===== src/logic/rcl_pkg.sv =====
// Package: constants and types for the reset cause logic
`default_nettype none
package rcl_pkg;
    // ****************************************************************
    // Register map (byte addresses on the register bus)
    // ****************************************************************
    localparam logic [7:0] RCL_STATUS_OFF   = 8'h03;  // core_status_flags index
    localparam logic [7:0] RCL_STATUS_ADDR  = 8'h0C;  // index times four
    localparam logic [7:0] RCL_CTRL_ADDR    = 8'h10;
    localparam logic [7:0] RCL_EVENT_ADDR   = 8'h14;
    localparam logic [7:0] RCL_MASK_ADDR    = 8'h18;
    // ****************************************************************
    // Field positions of core_status_flags
    // ****************************************************************
    localparam int RCL_BIT_TO = 4;
    localparam int RCL_BIT_PD = 3;
    // Reset values
    localparam logic [7:0] RCL_STATUS_POR   = 8'h18;  // 0001_1xxx, x taken as 0
    localparam logic [7:0] RCL_CTRL_RST     = 8'h00;
    localparam logic [4:0] RCL_EVENT_RST    = 5'h00;
    localparam logic [4:0] RCL_MASK_RST     = 5'h00;
    localparam logic [1:0] RCL_AXI_OKAY     = 2'h0;
    localparam logic [1:0] RCL_AXI_SLVERR   = 2'h2;
    // Reset hold length in core cycles
    localparam int RCL_HOLD_CYCLES = 4;
    localparam int RCL_CLK_DIV_HALF = 2;    // quarter rate output
    // Reset causes; the event bit number is the cause code minus one
    typedef enum logic [2:0] {
        RCL_CAUSE_NONE   = 3'b000,
        RCL_CAUSE_POR    = 3'b001,
        RCL_CAUSE_MASTER_CLEAR_N   = 3'b010,
        RCL_CAUSE_MASTER_CLEAR_N_W = 3'b011,
        RCL_CAUSE_WDT    = 3'b100,
        RCL_CAUSE_WDT_W  = 3'b101
    } rcl_cause_e;
    // Reset requests bundled together
    typedef struct packed {
        logic por;
        logic master_clear_n;
        logic wdt_timeout;
        logic asleep;
    } rcl_req_s;
endpackage : rcl_pkg
`default_nettype wire


===== src/logic/rcl_top.sv =====
// Reset cause logic: reset sequencing, cause flags, AXI4-Lite registers
// ****************************************************************
// Summary of operation
// - Five reset sources are accepted: power-on, clear running, clear asleep, watchdog running, watchdog asleep.
// - Registers outside reset keep their value on every reset except power-on, where they are undefined.
// - Ordinary registers take their reset values on power-on, master clear or watchdog reset.
// - A wake from sleep by master clear or watchdog performs a full reset, never a resume.
// - Status bits 4 and 3 record the reset cause so software can tell resets apart.
// - Master clear while running leaves both cause flags unchanged.
// - Master clear wake from sleep gives timeout flag 1 and power-down flag 0.
// - Watchdog reset while running gives timeout flag 0 and power-down flag 1.
// - Watchdog wake from sleep clears both cause flags.
// - Status is 8 bits at 03h: page select 7:5, cause flags 4:3, zero, digit carry, carry 2:0.
// - Power-on loads status with page select 0, both cause flags 1, low flags undefined.
// - Clear or watchdog reset zeroes page select, loads cause flags except on clear while running, keeps low flags.
// - In RC mode the oscillator output runs at a quarter of the core clock.
// ****************************************************************
//
// Decided for this implementation: the AXI4-Lite interface to the registers.
`timescale 1ns/100ps
`default_nettype none
module rcl_top
    import rcl_pkg::*;
#(
    parameter int HOLD = RCL_HOLD_CYCLES
) (
    input  wire logic        aclk,
    input  wire logic        aresetn,
    input  wire logic        ce,
    input  wire rcl_pkg::rcl_req_s req,
    input  wire logic        rc_mode,
    input  wire logic        core_flag_we,
    input  wire logic [7:0]  core_flag_wdata,
    output var  logic        core_reset_n,
    output var  logic [7:0]  core_status_flags,
    output var  logic        oscillator_output,
    output var  logic        irq,
    input  wire logic [7:0]  s_axi_awaddr,
    input  wire logic        s_axi_awvalid,
    output var  logic        s_axi_awready,
    input  wire logic [31:0] s_axi_wdata,
    input  wire logic [3:0]  s_axi_wstrb,
    input  wire logic        s_axi_wvalid,
    output var  logic        s_axi_wready,
    output var  logic [1:0]  s_axi_bresp,
    output var  logic        s_axi_bvalid,
    input  wire logic        s_axi_bready,
    input  wire logic [7:0]  s_axi_araddr,
    input  wire logic        s_axi_arvalid,
    output var  logic        s_axi_arready,
    output var  logic [31:0] s_axi_rdata,
    output var  logic [1:0]  s_axi_rresp,
    output var  logic        s_axi_rvalid,
    input  wire logic        s_axi_rready
);
    import rcl_pkg::*;

    // ****************************************************************
    // Request capture
    // ****************************************************************
    logic       master_clear_n;
    logic       master_clear_n_prev_q;
    logic       wdt_prev_q;
    rcl_cause_e cause;
    logic [7:0] hold_q;
    logic [4:0] event_q;
    logic [4:0] mask_q;
    logic [7:0] scratch_q;
    logic [1:0] div_q;
    logic       rd_clr;

    // Pin is asynchronous, so it passes two flops first
    rcl_sync #(.RST_VAL(1'b1)) i_rcl_sync (
        .aclk    (aclk),
        .aresetn (aresetn),
        .ce      (ce),
        .d       (req.master_clear_n),
        .q       (master_clear_n)
    );

    // Falling edge of clear and rising edge of timeout start a reset
    always_ff @(posedge aclk) begin
        if (!aresetn) begin
            master_clear_n_prev_q <= 1'b1;
            wdt_prev_q  <= 1'b0;
        end else if (ce) begin
            master_clear_n_prev_q <= master_clear_n;
            wdt_prev_q  <= req.wdt_timeout;
        end
    end

    // Decode of the cause; power-on outranks clear, clear outranks watchdog
    always_comb begin
        cause = RCL_CAUSE_NONE;
        if (req.por)
            cause = RCL_CAUSE_POR;
        else if (!master_clear_n && master_clear_n_prev_q)
            cause = req.asleep ? RCL_CAUSE_MASTER_CLEAR_N_W : RCL_CAUSE_MASTER_CLEAR_N;
        else if (req.wdt_timeout && !wdt_prev_q)
            cause = req.asleep ? RCL_CAUSE_WDT_W : RCL_CAUSE_WDT;
    end

    // ****************************************************************
    // Reset generation
    // ****************************************************************
    // Held while clear stays low; released on a clock edge only
    // Counter stops at zero, so a long quiet spell cannot wrap it
    always_ff @(posedge aclk) begin
        if (!aresetn) begin
            hold_q       <= 8'(HOLD);
            core_reset_n <= 1'b0;
        end else if (ce) begin
            if (cause != RCL_CAUSE_NONE || !master_clear_n)
                hold_q <= 8'(HOLD);
            else if (hold_q != 8'h00)
                hold_q <= hold_q - 8'h01;
            core_reset_n <= (hold_q == 8'h00) && master_clear_n
                            && (cause == RCL_CAUSE_NONE);
        end
    end

    // ****************************************************************
    // Status register
    // ****************************************************************
    // Low flags are not touched by clear or watchdog, so software keeps them
    always_ff @(posedge aclk) begin
        if (!aresetn) begin
            core_status_flags <= RCL_STATUS_POR;
        end else if (ce) begin
            case (cause)
                RCL_CAUSE_POR:
                    core_status_flags <= RCL_STATUS_POR;
                RCL_CAUSE_MASTER_CLEAR_N: begin
                    core_status_flags[7:5] <= 3'h0;
                end // cause flags left alone
                RCL_CAUSE_MASTER_CLEAR_N_W: begin
                    core_status_flags[7:5] <= 3'h0;
                    core_status_flags[RCL_BIT_TO] <= 1'b1;
                    core_status_flags[RCL_BIT_PD] <= 1'b0;
                end
                RCL_CAUSE_WDT: begin
                    core_status_flags[7:5] <= 3'h0;
                    core_status_flags[RCL_BIT_TO] <= 1'b0;
                    core_status_flags[RCL_BIT_PD] <= 1'b1;
                end
                RCL_CAUSE_WDT_W: begin
                    core_status_flags[7:5] <= 3'h0;
                    core_status_flags[RCL_BIT_TO] <= 1'b0;
                    core_status_flags[RCL_BIT_PD] <= 1'b0;
                end
                default: begin
                    // Core updates page select and arithmetic flags only
                    if (core_flag_we && core_reset_n) begin
                        core_status_flags[7:5] <= core_flag_wdata[7:5];
                        core_status_flags[2:0] <= core_flag_wdata[2:0];
                    end
                end
            endcase
        end
    end

    // Scratch word stands for a register outside reset: of the resets only power-on
    // touches it, and then to an arbitrary value; writes to the control word load it
    always_ff @(posedge aclk) begin
        if (ce) begin
            if (cause == RCL_CAUSE_POR)
                scratch_q <= 8'h00;
            else if (s_axi_awvalid && s_axi_wvalid && s_axi_awready
                     && s_axi_awaddr == RCL_CTRL_ADDR && s_axi_wstrb[1])
                scratch_q <= s_axi_wdata[15:8];
        end
    end

    // ****************************************************************
    // Quarter rate clock output
    // ****************************************************************
    always_ff @(posedge aclk) begin
        if (!aresetn) begin
            div_q             <= 2'h0;
            oscillator_output <= 1'b0;
        end else if (ce) begin
            div_q <= div_q + 2'h1;
            oscillator_output <= rc_mode & div_q[1];
        end
    end

    // ****************************************************************
    // Events and interrupt
    // ****************************************************************
    // Set beats the clear from a read in the same cycle
    logic [4:0] ev_set;
    logic [4:0] ev_clr;
    // One bit per cause; a read clears only the bits it returned, so an
    // event landing between snapshot and clear is not lost
    always_comb begin
        ev_set = 5'h00;
        if (cause != RCL_CAUSE_NONE)
            ev_set[3'(cause) - 3'd1] = 1'b1;
        ev_clr = rd_clr ? s_axi_rdata[4:0] : 5'h00;
    end

    always_ff @(posedge aclk) begin
        if (!aresetn) begin
            event_q <= RCL_EVENT_RST;
        end else if (ce) begin
            event_q <= (event_q & ~ev_clr) | ev_set;
        end
    end

    // Registered so the pin never glitches while mask and events settle
    always_ff @(posedge aclk) begin
        if (!aresetn)
            irq <= 1'b0;
        else if (ce)
            irq <= |(event_q & mask_q);
    end

    // ****************************************************************
    // AXI4-Lite slave
    // ****************************************************************
    // Takes address and data together; one write in flight at a time
    always_ff @(posedge aclk) begin
        if (!aresetn) begin
            s_axi_awready <= 1'b0;
            s_axi_wready  <= 1'b0;
            s_axi_bvalid  <= 1'b0;
            s_axi_bresp   <= RCL_AXI_OKAY;
            mask_q        <= RCL_MASK_RST;
        end else if (ce) begin
            s_axi_awready <= 1'b0;
            s_axi_wready  <= 1'b0;
            if (s_axi_bvalid && s_axi_bready)
                s_axi_bvalid <= 1'b0;
            // Response only once both channels have completed their handshake
            if (s_axi_awready) begin
                s_axi_bvalid <= 1'b1;
            end else if (s_axi_awvalid && s_axi_wvalid && !s_axi_bvalid) begin
                s_axi_awready <= 1'b1;
                s_axi_wready  <= 1'b1;
                s_axi_bresp   <= RCL_AXI_OKAY;
                case (s_axi_awaddr)
                    RCL_MASK_ADDR:
                        if (s_axi_wstrb[0]) mask_q <= s_axi_wdata[4:0];
                    RCL_CTRL_ADDR, RCL_STATUS_ADDR, RCL_EVENT_ADDR: ;
                    default: s_axi_bresp <= RCL_AXI_SLVERR;
                endcase
            end
        end
    end

    // Reads answer one cycle after the address is taken
    always_ff @(posedge aclk) begin
        if (!aresetn) begin
            s_axi_arready <= 1'b0;
            s_axi_rvalid  <= 1'b0;
            s_axi_rdata   <= 32'h0000_0000;
            s_axi_rresp   <= RCL_AXI_OKAY;
            rd_clr        <= 1'b0;
        end else if (ce) begin
            s_axi_arready <= 1'b0;
            rd_clr        <= 1'b0;
            if (s_axi_rvalid && s_axi_rready)
                s_axi_rvalid <= 1'b0;
            // Data valid only after the address handshake has completed
            if (s_axi_arready) begin
                s_axi_rvalid <= 1'b1;
            end else if (s_axi_arvalid && !s_axi_rvalid) begin
                s_axi_arready <= 1'b1;
                s_axi_rresp   <= RCL_AXI_OKAY;
                s_axi_rdata   <= 32'h0000_0000;
                case (s_axi_araddr)
                    RCL_STATUS_ADDR: s_axi_rdata[7:0] <= core_status_flags;
                    RCL_CTRL_ADDR:   s_axi_rdata[15:8] <= scratch_q;
                    RCL_EVENT_ADDR: begin
                        s_axi_rdata[4:0] <= event_q;
                        rd_clr           <= 1'b1;
                    end
                    RCL_MASK_ADDR:   s_axi_rdata[4:0] <= mask_q;
                    default:         s_axi_rresp <= RCL_AXI_SLVERR;
                endcase
            end
        end
    end

    // ****************************************************************
    // Checks
    // ****************************************************************
    a_master_clear_n_wake_flags: assert property (@(posedge aclk) disable iff (!aresetn)
        ce && cause == RCL_CAUSE_MASTER_CLEAR_N_W |=> core_status_flags[4:3] == 2'b10)
        else $error("clear wake flags wrong");
    a_wdt_run_flags: assert property (@(posedge aclk) disable iff (!aresetn)
        ce && cause == RCL_CAUSE_WDT |=> core_status_flags[4:3] == 2'b01)
        else $error("watchdog run flags wrong");
    a_wdt_wake_flags: assert property (@(posedge aclk) disable iff (!aresetn)
        ce && cause == RCL_CAUSE_WDT_W |=> core_status_flags[4:3] == 2'b00)
        else $error("watchdog wake flags wrong");
    a_master_clear_n_run_keep: assert property (@(posedge aclk) disable iff (!aresetn)
        ce && cause == RCL_CAUSE_MASTER_CLEAR_N |=> $stable(core_status_flags[4:0]))
        else $error("clear run changed flags");
    a_por_value: assert property (@(posedge aclk) disable iff (!aresetn)
        ce && cause == RCL_CAUSE_POR |=> core_status_flags[7:3] == 5'b00011)
        else $error("power-on value wrong");
    a_page_cleared: assert property (@(posedge aclk) disable iff (!aresetn)
        ce && cause != RCL_CAUSE_NONE |=> core_status_flags[7:5] == 3'h0)
        else $error("page select not cleared");
    a_reset_asserts: assert property (@(posedge aclk) disable iff (!aresetn)
        ce && cause != RCL_CAUSE_NONE |=> !core_reset_n)
        else $error("core not reset");
    // Clock output: once running, it changes every second cycle
    a_clock_hold: assert property (@(posedge aclk) disable iff (!aresetn)
        (ce && rc_mode) [*3] ##0 $changed(oscillator_output)
        |=> $stable(oscillator_output))
        else $error("quarter clock changed twice in a row");
    a_clock_toggle: assert property (@(posedge aclk) disable iff (!aresetn)
        (ce && rc_mode) [*3] ##0 $stable(oscillator_output)
        |=> $changed(oscillator_output))
        else $error("quarter clock held too long");

    // ****************************************************************
    // Reset and event checks
    // ****************************************************************
    a_held_while_low: assert property (@(posedge aclk) disable iff (!aresetn)
        ce && !master_clear_n |=> !core_reset_n)
        else $error("core released while clear low");
    a_release_on_edge: assert property (@(posedge aclk) disable iff (!aresetn)
        $rose(core_reset_n) |-> $past(master_clear_n) && $past(hold_q) == 8'h00)
        else $error("core released early");
    a_wake_full_reset: assert property (@(posedge aclk) disable iff (!aresetn)
        ce && req.asleep && cause != RCL_CAUSE_NONE |=> !core_reset_n && hold_q == 8'(HOLD))
        else $error("wake did not restart core");
    a_low_flags_kept: assert property (@(posedge aclk) disable iff (!aresetn)
        ce && cause != RCL_CAUSE_NONE && cause != RCL_CAUSE_POR
        |=> $stable(core_status_flags[2:0]))
        else $error("low flags changed by reset");
    // Event bits: a cause always lands, even against a clearing read
    a_por_event: assert property (@(posedge aclk) disable iff (!aresetn)
        ce && cause == RCL_CAUSE_POR |=> event_q[0])
        else $error("power-on event lost");
    a_master_clear_n_event: assert property (@(posedge aclk) disable iff (!aresetn)
        ce && cause == RCL_CAUSE_MASTER_CLEAR_N |=> event_q[1])
        else $error("clear run event lost");
    a_master_clear_n_wake_event: assert property (@(posedge aclk) disable iff (!aresetn)
        ce && cause == RCL_CAUSE_MASTER_CLEAR_N_W |=> event_q[2])
        else $error("clear wake event lost");
    a_wdt_event: assert property (@(posedge aclk) disable iff (!aresetn)
        ce && cause == RCL_CAUSE_WDT |=> event_q[3])
        else $error("watchdog run event lost");
    a_wdt_wake_event: assert property (@(posedge aclk) disable iff (!aresetn)
        ce && cause == RCL_CAUSE_WDT_W |=> event_q[4])
        else $error("watchdog wake event lost");
endmodule : rcl_top
`default_nettype wire


===== src/logic/rcl_sync.sv =====
// Two flop synchroniser for the master clear pin
`timescale 1ns/100ps
`default_nettype none
module rcl_sync #(
    parameter logic RST_VAL = 1'b1
) (
    input  wire logic aclk,
    input  wire logic aresetn,
    input  wire logic ce,
    input  wire logic d,
    output var  logic q
);
    logic meta_q;
    // First stage feeds only the second stage
    always_ff @(posedge aclk) begin
        if (!aresetn) begin
            meta_q <= RST_VAL;
            q      <= RST_VAL;
        end else if (ce) begin
            meta_q <= d;
            q      <= meta_q;
        end
    end
endmodule : rcl_sync
`default_nettype wire


===== config.mk =====
export PLATFORM = sky130hd
export DESIGN_NAME = rcl_top
export DESIGN_NICKNAME = d
export VERILOG_FILES = /design/src/logic/rcl_pkg.sv /design/src/logic/rcl_top.sv /design/src/logic/rcl_sync.sv
export SDC_FILE = /design/constraint.sdc
export NUM_CORES = 1
export LEC_CHECK = 0
export CORE_UTILIZATION = 40
export CTS_BUF_LIST = sky130_fd_sc_hd__clkbuf_2
export DETAILED_ROUTE_END_ITERATION = 16
export DONT_BUFFER_PORTS = 1
export PLACE_DENSITY = 0.62
export SYNTH_ARGS = -nofsm -noshare
export SYNTH_HDL_FRONTEND = slang
export SYNTH_SLANG_ARGS = --single-unit

===== constraint.sdc =====
create_clock -name aclk -period 3.5 [get_ports aclk]
set_input_delay 0.35 -clock aclk [delete_from_list [all_inputs] [get_ports aclk]]
set_output_delay 0.35 -clock aclk [all_outputs]
set_load 0.02 [all_outputs]

# --- Word-level counts from Yosys, hierarchy flattened ---
# Cells that the tools add are included.
totals:
  out_inout_bits: 52
  reg_bits: 68
classes:
  magnitude_cmp: 2
  bitwise: 8
  add_sub_neg: 3
  n_mux: 33
  eq_ne: 13
  n_reduce_logical: 45
ops:
  columns: ["cell", "n"]
  rows:
  - ["equality test 8 x 5 -> 1 bit, second input constant", 6]
  - ["2-to-1 mux 8 bit", 4]
  - ["2-to-1 mux 3 bit", 7]
  - ["equality test 8 x 4 -> 1 bit, second input constant", 2]
  - ["case mux 5 bit (3 select lines)", 1]
  - ["logical AND 1 bit", 14]
  - ["2-to-1 mux 1 bit", 14]
  - ["AND reduction 2 bit", 6]
  - ["nonzero test 2 bit", 6]
  - ["OR reduction 4 bit", 3]
  - ["AND 5 bit", 2]
  - ["2-to-1 mux 5 bit", 2]
  - ["OR reduction 5 bit", 2]
  - ["AND reduction 3 bit", 3]
  - ["zero test 8 bit", 1]
  - ["case mux 2 bit (4 select lines)", 1]
  - ["nonzero test 8 bit", 1]
  - ["subtractor 8 x 1 -> 8 bit, second input constant", 1]
  - ["equality test 3 x 2 -> 1 bit, second input constant", 2]
  - ["equality test 3 bit, second input constant", 2]
  - ["case mux 3 bit (2 select lines)", 1]
  - ["inverter 5 bit", 1]
  - ["bitwise OR 5 bit", 1]
  - ["AND reduction 5 bit", 1]
  - ["14 further kinds", 20]

# --- Logic depth before layout (Yosys ltp) ---
# Gate-level depths: netlist of the first run.
logic_depth:
  word_depth: 12
  mapped_depth: 11
  depth_no_buf: 10

# --- Cells and area by module ---
# Synthesis of the first run repeated with hierarchy kept, for this count alone.
hier_totals:
  cells_unflattened: 344
  area_unflattened_um2: 3226.8
by_module_without_submodules:
  columns: ["mod", "instances", "seq_area_each_um2", "area_per_inst_um2", "cells_each"]
  rows:
  - ["rcl_top", 1, 1361.3, 3159.3, 338]
  - ["rcl_sync", 1, 40.0, 67.6, 6]

# --- Worst setup path before layout of the first run ---
# No wires, ideal clock.
synth_path:
  kind: "flip-flop to flip-flop"
  startpoint: "register i_rcl_sync.q"
  endpoint: "register hold_q[0]"
  path_stages_with_launch: 12
  path_slack_ns: 1.071
  required_ns: 3.428
  arrival_ns: 2.357
  period_less_slack_ns: 2.429
  setup_time_ns: 0.072
  path_buffers: 1
  path_cell_list: "dfxtp_1 > nor2b_1 > clkbuf_1 > o21a_1 > or2_2 > inv_1 > ha_1 > ha_1 > nand3b_1 > nor4_1 > nand2b_1 > mux2i_1"
synth_between:
  elab_chain_len: 8
synth_lines:
  columns: ["element", "line", "source"]
  rows:
  - ["start, declared", "rcl_sync.sv:11", "output var logic q"]
  - ["start signal, assigned", "rcl_sync.sv:21", "q <= meta_q;"]
  - ["zero test 1 bit (*)", "rcl_top.sv:97, rcl_top.sv:113", null]
  - ["logical AND 1 bit", "rcl_top.sv:97", "else if (!master_clear_n && master_clear_n_prev_q)"]
  - ["2-to-1 mux 3 bit", "rcl_top.sv:97", null]
  - ["2-to-1 mux 3 bit", "rcl_top.sv:95", "if (req.por)"]
  - ["nonzero test 3 bit", "rcl_top.sv:113", "if (cause != RCL_CAUSE_NONE || !master_clear_n)"]
  - ["logical OR 1 bit (*)", "rcl_top.sv:113", null]
  - ["nonzero test 2 bit (no source line)", null, null]
  - ["AND reduction 2 bit (no source line)", null, null]
  - ["end signal, assigned", "rcl_top.sv:110", "hold_q <= 8'(HOLD);"]
  - ["end signal, assigned", "rcl_top.sv:114", "hold_q <= 8'(HOLD);"]
  - ["end signal, assigned", "rcl_top.sv:116", "hold_q <= hold_q - 8'h01;"]
  - ["end, declared", "rcl_top.sv:65", "logic [7:0] hold_q;"]
# Mark *: on every way between the ends. The rest lies on a longest branch, timed or not.
# A chain may end at the register's enable or synchronous reset.

# --- Worst setup path after layout of the first run ---
# Ends and elaborated chain as after synthesis.

==> results of run 1 <==
## cell usage in the layout (no fill, tap or decap), types with 3 or more instances in the layout
| master | n |
|---|---|
| dfxtp_1 | 58 |
| edfxtp_1 | 8 |
| a22oi_1 | 15 |
| or3_1 | 6 |
| nor4_1 | 4 |
| a21oi_1 | 17 |
| clkbuf_2 | 10 |
| buf_4 | 3 |
| nor2b_1 | 5 |
| nand4_1 | 4 |
| conb_1 | 18 |
| nor3_1 | 3 |
| nand2b_1 | 5 |
| a22o_1 | 9 |
| nor2_1 | 20 |
| dlygate4sd3_1 | 30 |
| xor2_1 | 5 |
| o21ai_0 | 14 |
| inv_1 | 9 |
| ha_1 | 7 |
| nand3_1 | 11 |
| nand2_1 | 43 |
| mux2i_1 | 15 |
| and2_1 | 10 |
## layer usage
layer / vias up / routed length (um)
met5: - / 0
met4: 0 / 138
met3: 12 / 587
met2: 95 / 3460
met1: 1207 / 3210
li1: 1271 / -
## cell families after synthesis
family | share of synthesized area
xor gates and xnor gates | 0.0163
AOI/OAI and AO/OA | 0.158
buffers and inverters | 0.0800
and+or+nand+nor | 0.235
muxes | 0.0466
other | 0.00116
adders and majority gates | 0.0272
DFF | 0.435
## sequential cells by signal (all words and copies together) (netlist names), 2 cells and up
signal and cells:
event_q 5, s_axi_rdata 16, div_q 2, hold_q 8, mask_q 5, scratch_q 8, core_status_flags 8
## path summary, 6_finish.rpt
path                                      start              to  slack [ns]  depth (start not counted)
worst min register to register        mask_q[1]       mask_q[1]        0.49                          2
worst max-delay path               i_rcl_sync.q       hold_q[0]        0.71                         10
worst min-delay path            s_axi_araddr[2]  s_axi_rdata[0]        0.04                          2
worst max register to register     i_rcl_sync.q       hold_q[0]        0.71                         10
## final cells by class
cell class	instances	area (sq um)
fillers	786	4150
multi-input cells	254	1630
flip-flops and latches	66	1400
repair buffers	33	323
well taps	102	128
clock inverters	6	57.6
clock buffers	10	50.0
inverters	10	37.5
## worst max-delay path: cells and delay by family (launching register included)
family / cells / cell delay [ns]
fa+ha+maj: 2 / 0.44
buf+inv: 1 / 0.09
simple gates: 5 / 1.29
compound gates: 1 / 0.27
mux: 1 / 0.20
flops: 1 / 0.46
## what timing repair did
action | in CTS | in global routing
hold buffers | 29 | 1
endpoints found under the setup margin | 0 | 0
hold endpoints to repair | 40 | 1
## through the flow
stage,util,instances
5_1_grt,0.466,481
3_3_place_gp,0.414,435
3_5_place_dp,0.414,435
4_1_cts,0.465,480
2_1_floorplan,-,367
6_report,0.466,481
## power breakdown
part	internal [uW]	total, uW	switching (uW)
clock	162	434	272
combinational	79.3	183	103
sequential	793	821	28.1
==> flow_summary.ini, run 1 <==
[floorplan]
die_w_um = 91.7
io-pin-count = 126
std_cell_rows = 32
die_h_um = 91.7
initial_utilization = 0.415
core_sq_um = 7770
dieArea_sq_um = 8410

[placed_design]
dpl_worst_slack_ns = 0.745
place_area_sq_um = 3210
io_buffers = 0
dpl.hpwl_um = 5130
gp_congestion = 0.824

[logic_synthesis]
syn_inst = 350
netlist_area_sq_um = 3220
synth_common_cells = 58 x dfxtp_1, 43 x nand2_1, 20 x nor2_1
syn_area_per_cell_sq_um = 9.20
postSynth.asyncResetShare = 0
yosys.area.top_type = dfxtp_1
ys_warn_count = 0
synthMostInstantiatedCell = dfxtp_1
yosysUniqueCellTypes = 61
synthTopCellsByArea = dfxtp_1 36%, edfxtp_1 7.5%, nand2_1 5.0%
synth_seq_cells = 66
synth_top_area_frac = 0.361
synth_flop_cell = dfxtp_1
synth_edf_count = 8
ys_seq_area_frac = 0.435

[clock_tree]
cts_setup_buffers = 0
cts-root-buf = clkbuf_2
cts_tree = done
htree_levels = 3
numCtsBuffers = 9
clkTransAtPathRegs_ns = 0.18
clock_tree.buffer_depth = 2
clk_latency_ns = 0.50
cts_sinks = 66
ctsResizeCount = 0

[sta]
min_period_ns = 2.79
tns_ns = 0
worstMarginPinSlew_ns = 0.918
fin_crit_sh = 0.797
fin_ws_ns = 0.709
setup_viol = 0
rsz0062_at_grt = no
hold_viol_final = 0
maxSlewViolCount = 0
whs_ns = 0.0354
clock-skew-final_ns = 0.0261
slew_headroom = 0.386
max_freq_mhz = 358

[detailed_routing]
ant_nets = 0
route.detailed.drc = 0
drt-vias-per-instance = 5.37
dr.pass1.iters = 5
wirelength_um = 7390
wl_per_cell_um = 15.4
vias = 2585
drt_iter0_markers = 139

[global_route]
grt_antenna_before_repair = 0
met1_usage = 0.221
grt_pass1_vias = 2364
grt_busiest_layer = met2
grt_max_degree = 36
overflow = 0
use_met3 = 0.0672
grt_pass1_wl_um = 11700
grtUsageMet2 = 0.285
track_usage = 0.180

[setup_path]
worst_ep_required_time_ns = 3.94
path_cells = nor2b_1 > o21a_1 > or2_2 > inv_1 > ha_1 > ha_1 > nand3b_1 > nor4_1 > nand2b_1 > mux2i_1
max_stage_delay_ns = 0.46
crit_top_cell = ha_1
start_kind = flip-flop
crit_arrival_ns = 3.23
crit_fanout = 8
crit_path_end_kind = flip-flop
crit_type = flip-flop to flip-flop
cp_slowest_cell = dfxtp_1

[pwr]
total_power_uw = 1440
leakagePower_uw = 0.00135
powerDensity_nw_per_um2 = 397
vdd_drop_max_v = 0.000228

[status]
status = complete, no violations

[layout]
final_cell_area_sq_um = 3620
nets = 455
antenna_cells = 0
syn_to_final_growth_pct = 12.5
drive_above_1_share = 0.0712

[min_path]
min_path_type = input port to flip-flop

[run]
maxCapViolCount = 0
(Power assumes the default switching activity.)
==> inputs of run 2 (changes only) <==
--- a/config.mk
+++ b/config.mk
@@ -9,7 +9,7 @@
 export CTS_BUF_LIST = sky130_fd_sc_hd__clkbuf_2
 export DETAILED_ROUTE_END_ITERATION = 16
 export DONT_BUFFER_PORTS = 1
-export PLACE_DENSITY = 0.62
+export PLACE_DENSITY = 0.64
 export SYNTH_ARGS = -nofsm -noshare
 export SYNTH_HDL_FRONTEND = slang
 export SYNTH_SLANG_ARGS = --single-unit
==> constraint.sdc (replaced) <==
create_clock -name aclk -period 2.27 [get_ports aclk]
set_input_delay 0.227 -clock aclk [delete_from_list [all_inputs] [get_ports aclk]]
set_output_delay 0.227 -clock aclk [all_outputs]
set_load 0.02 [all_outputs]
==> run 2 against run 1 <==
Via count is 4.7% higher. Flip-flop and latch count unchanged. Global-route usage grew 1.2 points. Non-clock buffer count grew 21. Die area stayed put. Critical path type unchanged. Critical endpoint is now hold_q[1]. Highest routed layer unchanged.
==> flow_summary.ini, run 2 (same netlist as run 1, synthesis figures left out) <==
[status]
status = complete, no violations

[global_route]
grt_pass1_wl_um = 12600
overflow = 0
grt_pass1_vias = 2624
grt_max_degree = 36
track_usage = 0.192
grt_antenna_before_repair = 0

[sta]
rsz0062_at_grt = yes
slew_headroom = 0.354
tns_ns = 0
fin_ws_ns = 0.0537
clock-skew-final_ns = 0.0278
worstMarginPinSlew_ns = 0.965
max_freq_mhz = 451
maxSlewViolCount = 0
setup_viol = 0
min_period_ns = 2.22
fin_crit_sh = 0.976
hold_viol_final = 0

[layout]
drive_above_1_share = 0.145
nets = 476
syn_to_final_growth_pct = 22.3
largest_reg_flops = 16
layout.cells.most_common = dfxtp_1
mostFrequentLayoutCells = 55 x dfxtp_1, 43 x nand2_1, 39 x dlygate4sd3_1, 19 x nor2_1, 18 x conb_1
max_flop_register = s_axi_rdata
utilization = 0.507
antenna_cells = 0

[floorplan]
io-pin-count = 126
die_h_um = 91.7
dieArea_sq_um = 8410
initial_utilization = 0.415
die_w_um = 91.7
std_cell_rows = 32
core_sq_um = 7770

[min_path]
whs_path_depth = 3
min_path_type = input port to flip-flop
hold_end = s_axi_rdata[6]
min_from = s_axi_araddr[4]

[clock_tree]
cts_sinks = 66
htree_levels = 3
clk_latency_ns = 0.51
numCtsBuffers = 9
clock_tree.buffer_depth = 2
clkTransAtPathRegs_ns = 0.21
cts-root-buf = clkbuf_2
cts_tree = done

[placed_design]
io_buffers = 0
dpl.hpwl_um = 5200
gp_congestion = 0.833
dpl_worst_slack_ns = 0.0127

[setup_path]
worst_ep_required_time_ns = 2.71
crit_fanout = 5
r2r-start = master_clear_n_prev_q
crit_top_cell = ha_4
max_stage_delay_ns = 0.36
cp_slowest_cell = dfxtp_2
path_cells = nor2b_4 > o21a_1 > or2_4 > inv_4 > ha_4 > ha_4 > nand3b_1 > nor4_4 > nand2b_4 > mux2i_1
crit_path_end_kind = flip-flop
crit_family = simple AND/OR/NAND/NOR gates
crit_type = flip-flop to flip-flop
crit_arrival_ns = 2.66
reg2reg_to = hold_q[1]
regToRegSetupSlack_ns = 0.05
worst-path-buf-inv = 1
start_kind = flip-flop
reg2reg_depth = 10

[detailed_routing]
drt_iter0_markers = 109
route.detailed.drc = 0
dr.pass1.iters = 4
ant_nets = 0
drt-vias-per-instance = 5.39
wl_per_cell_um = 15.8
wirelength_um = 7940
vias = 2706

[pwr]
vdd_drop_max_v = 0.000287
leakagePower_uw = 0.00147
powerDensity_nw_per_um2 = 592

[run]
maxCapViolCount = 0
-- run 2: worst max-delay path by stage --
stage / cells after the start / slack (ns) / from / end
2_1_floorplan: 11 / 0.008 / master_clear_n_prev_q / hold_q[5]
3_3_place_gp: 10 / 0.08 / master_clear_n_prev_q / hold_q[1]
3_5_place_dp: 10 / 0.01 / wdt_prev_q / core_status_flags[0]
4_1_cts: 10 / 0.0003 / master_clear_n_prev_q / hold_q[1]
5_1_grt: 10 / -0.09 / master_clear_n_prev_q / hold_q[1]
6_report: 10 / 0.05 / master_clear_n_prev_q / hold_q[1]
-- run 2: report_power, final --
part	leakage [uW]	internal (uW)	total (uW)	switching, uW
clock network	0.0000647	260	716	456
registers	0.000547	1220	1270	44.6
logic	0.000855	159	345	186
total	0.00147	1640	2330	687
-- run 2: area by class of cell --
cell class,count,area [sq um]
flip-flops and latches,66,1410
repair buffers,54,503
clock inverters,7,78.8
well taps,102,128
inverters,10,40.0
multi-input cells,254,1740
clock buffers,9,45.0
fillers,733,3830
-- run 2: metrics by stage --
step	instance area, sq um	hold slack [ns]	cells	total power [uW]
3_3_place_gp	3310	0.294	442	1530
3_5_place_dp	3310	0.297	442	1540
6_report	3940	0.0259	502	2330
5_1_grt	3940	0.00174	502	2440
4_1_cts	3830	0.00538	497	2330
2_1_floorplan	3330	0.353	367	1520
-- run 2: repair_timing --
action | 4_1_cts | 5_1_grt
setup endpoints to repair | 5 | 17
pin swaps | 0 | 2
setup buffers | 0 | 5
hold endpoints to repair | 63 | 0
gates resized for setup | 3 | 14
hold buffers | 39 | 0
cloned | 0 | 0
-- run 2: worst register-to-register path, cell delays in order (launching register included) --
cell and delay (ns):
dfxtp_2 0.36, nor2b_4 0.12, o21a_1 0.18, or2_4 0.26
inv_4 0.07, ha_4 0.14, ha_4 0.15, nand3b_1 0.20
nor4_4 0.30, nand2b_4 0.19, mux2i_1 0.19
-- run 2: layer usage --
| layer | GRT usage | up-vias | share of wire | wire [um] |
|---|---|---|---|---|
| li1 | - | 1319 | - | - |
| met1 | 0.218 | 1273 | 0.43 | 3380 |
| met2 | 0.337 | 106 | 0.50 | 3970 |
| met3 | 0.0688 | 8 | 0.064 | 512 |
| met4 | 0.0547 | 0 | 0.010 | 80 |
| met5 | 0 | - | 0 | 0 |
==> inputs of run 3 (changes only) <==
--- a/config.mk
+++ b/config.mk
@@ -5,11 +5,11 @@
 export SDC_FILE = /design/constraint.sdc
 export NUM_CORES = 1
 export LEC_CHECK = 0
-export CORE_UTILIZATION = 40
+export CORE_UTILIZATION = 55
 export CTS_BUF_LIST = sky130_fd_sc_hd__clkbuf_2
 export DETAILED_ROUTE_END_ITERATION = 16
 export DONT_BUFFER_PORTS = 1
-export PLACE_DENSITY = 0.64
+export PLACE_DENSITY = 0.81
 export SYNTH_ARGS = -nofsm -noshare
 export SYNTH_HDL_FRONTEND = slang
 export SYNTH_SLANG_ARGS = --single-unit
==> run 3 against run 2 <==
The run now ends with setup timing left. First-iteration DRC count increased by 13%. Sequential share of layout area rose by 0.79 points. Maximum frequency fell by 2.9%. Total power down 7.6%. Register-to-register slack worse by 0.07 ns. Final cell count fell by 5.6%. Largest cell class unchanged.
==> flow_summary.ini, run 3 (same netlist as run 1, synthesis figures left out) <==
[sta]
clock-skew-final_ns = 0.0178
fin_crit_sh = 1.01
rsz0062_at_grt = yes
min_period_ns = 2.28
worstMarginPinSlew_ns = 0.879
tns_ns = -0.0116
hold_viol_final = 0
slew_headroom = 0.412
maxSlewViolCount = 0
fin_ws_ns = -0.0116
max_freq_mhz = 438
setup_viol = 1

[clock_tree]
cts-root-buf = clkbuf_2
clkTransAtPathRegs_ns = 0.17
clk_latency_ns = 0.52
cts_tree = done
clock_tree.buffer_depth = 2
htree_levels = 3
numCtsBuffers = 9
cts_sinks = 66

[global_route]
met1_usage = 0.291
grt_pass1_vias = 2648
track_usage = 0.256
grt_max_degree = 36
grt_antenna_before_repair = 0
use_met3 = 0.0837
grt_busiest_layer = met2
grt_pass1_wl_um = 12200
grtUsageMet2 = 0.443
overflow = 0

[setup_path]
worst_ep_required_time_ns = 2.71
crit_path_end_kind = flip-flop
start_kind = flip-flop
crit_arrival_ns = 2.72
crit_type = flip-flop to flip-flop
crit_fanout = 5
reg2reg_depth = 10
regToRegSetupSlack_ns = -0.01

[detailed_routing]
drt_iter0_markers = 123
vias = 2742
dr.pass1.iters = 4
route.detailed.drc = 0
drt-vias-per-instance = 5.78
ant_nets = 0
wirelength_um = 7820
wl_per_cell_um = 16.5

[layout]
max_flop_register = s_axi_rdata
final_cell_area_sq_um = 3860
stdcell_count = 474
drive_above_1_share = 0.129
mostFrequentLayoutCells = 54 x dfxtp_1, 43 x nand2_1, 43 x dlygate4sd3_1, 20 x nor2_1, 18 x conb_1
nets = 478
antenna_cells = 0
syn_to_final_growth_pct = 19.7
largest_reg_flops = 16
layout.cells.most_common = dfxtp_1

[pwr]
vdd_drop_max_v = 0.000383
powerDensity_nw_per_um2 = 558
total_power_uw = 2150
leakagePower_uw = 0.00146

[placed_design]
dpl.hpwl_um = 5020
io_buffers = 0
placed_cells = 412
gp_congestion = 0.822
place_area_sq_um = 3270
dpl_worst_slack_ns = 0.00123

[status]
violations = setup timing
status = finished, violations left

[min_path]
min_path_type = input port to flip-flop
whs_path_depth = 3

[floorplan]
dieArea_sq_um = 6170
die_h_um = 78.5
die_w_um = 78.5
io-pin-count = 126
core_sq_um = 5570
initial_utilization = 0.578
std_cell_rows = 27

[run]
maxCapViolCount = 0
[run 3: through the flow]
stage          hold WS, ns  utilization
2_1_floorplan        0.353            -
3_3_place_gp         0.295        0.587
3_5_place_dp         0.299        0.587
4_1_cts           0.000852        0.678
5_1_grt            0.00601        0.692
6_report            0.0189        0.692
[run 3: timing repair]
item	4_1_cts	5_1_grt
gates resized for setup	1	13
hold buffers	43	0
endpoints found under the setup margin	4	16
endpoints found under the hold margin	65	0
pin swaps	0	5
setup buffers	0	3
cloned	0	0
[run 3: power breakdown]
group	internal (uW)	switching, uW
registers	1220	42.8
logic	159	185
clock network	141	402
total	1520	630
[run 3: critical path, cell delays in order, from the launching register on]
cell and delay (ns):
dfxtp_2 0.35, nor2b_4 0.12, o21a_1 0.19, or2_4 0.28, inv_4 0.07, ha_4 0.16
ha_4 0.16, nand3b_1 0.21, nor4_4 0.29, nand2b_4 0.18, mux2i_1 0.20
[run 3: final cells by class]
cell class | count | area, sq um
Inverter | 10 | 40.0
Clock inverter | 5 | 22.5
Multi-Input combinational cell | 254 | 1710
Fill cell | 428 | 1720
Tap cell | 72 | 90.1
Timing Repair Buffer | 56 | 528
Clock buffer | 11 | 55.1
Sequential cell | 66 | 1410
[run 3: final timing paths]
path,startpoint,endpoint
worst max-delay path,master_clear_n_prev_q,hold_q[1]
worst max register to register,master_clear_n_prev_q,hold_q[1]
worst min-delay path,s_axi_araddr[4],s_axi_rdata[6]
worst min register to register,event_q[3],event_q[3]
[run 3: per-layer routing]
metal,wire [um],vias to the layer above,part of all wire
li1,-,1315,-
met1,3080,1303,0.39
met2,4050,113,0.52
met3,573,11,0.073
met4,119,0,0.015
met5,0,-,0
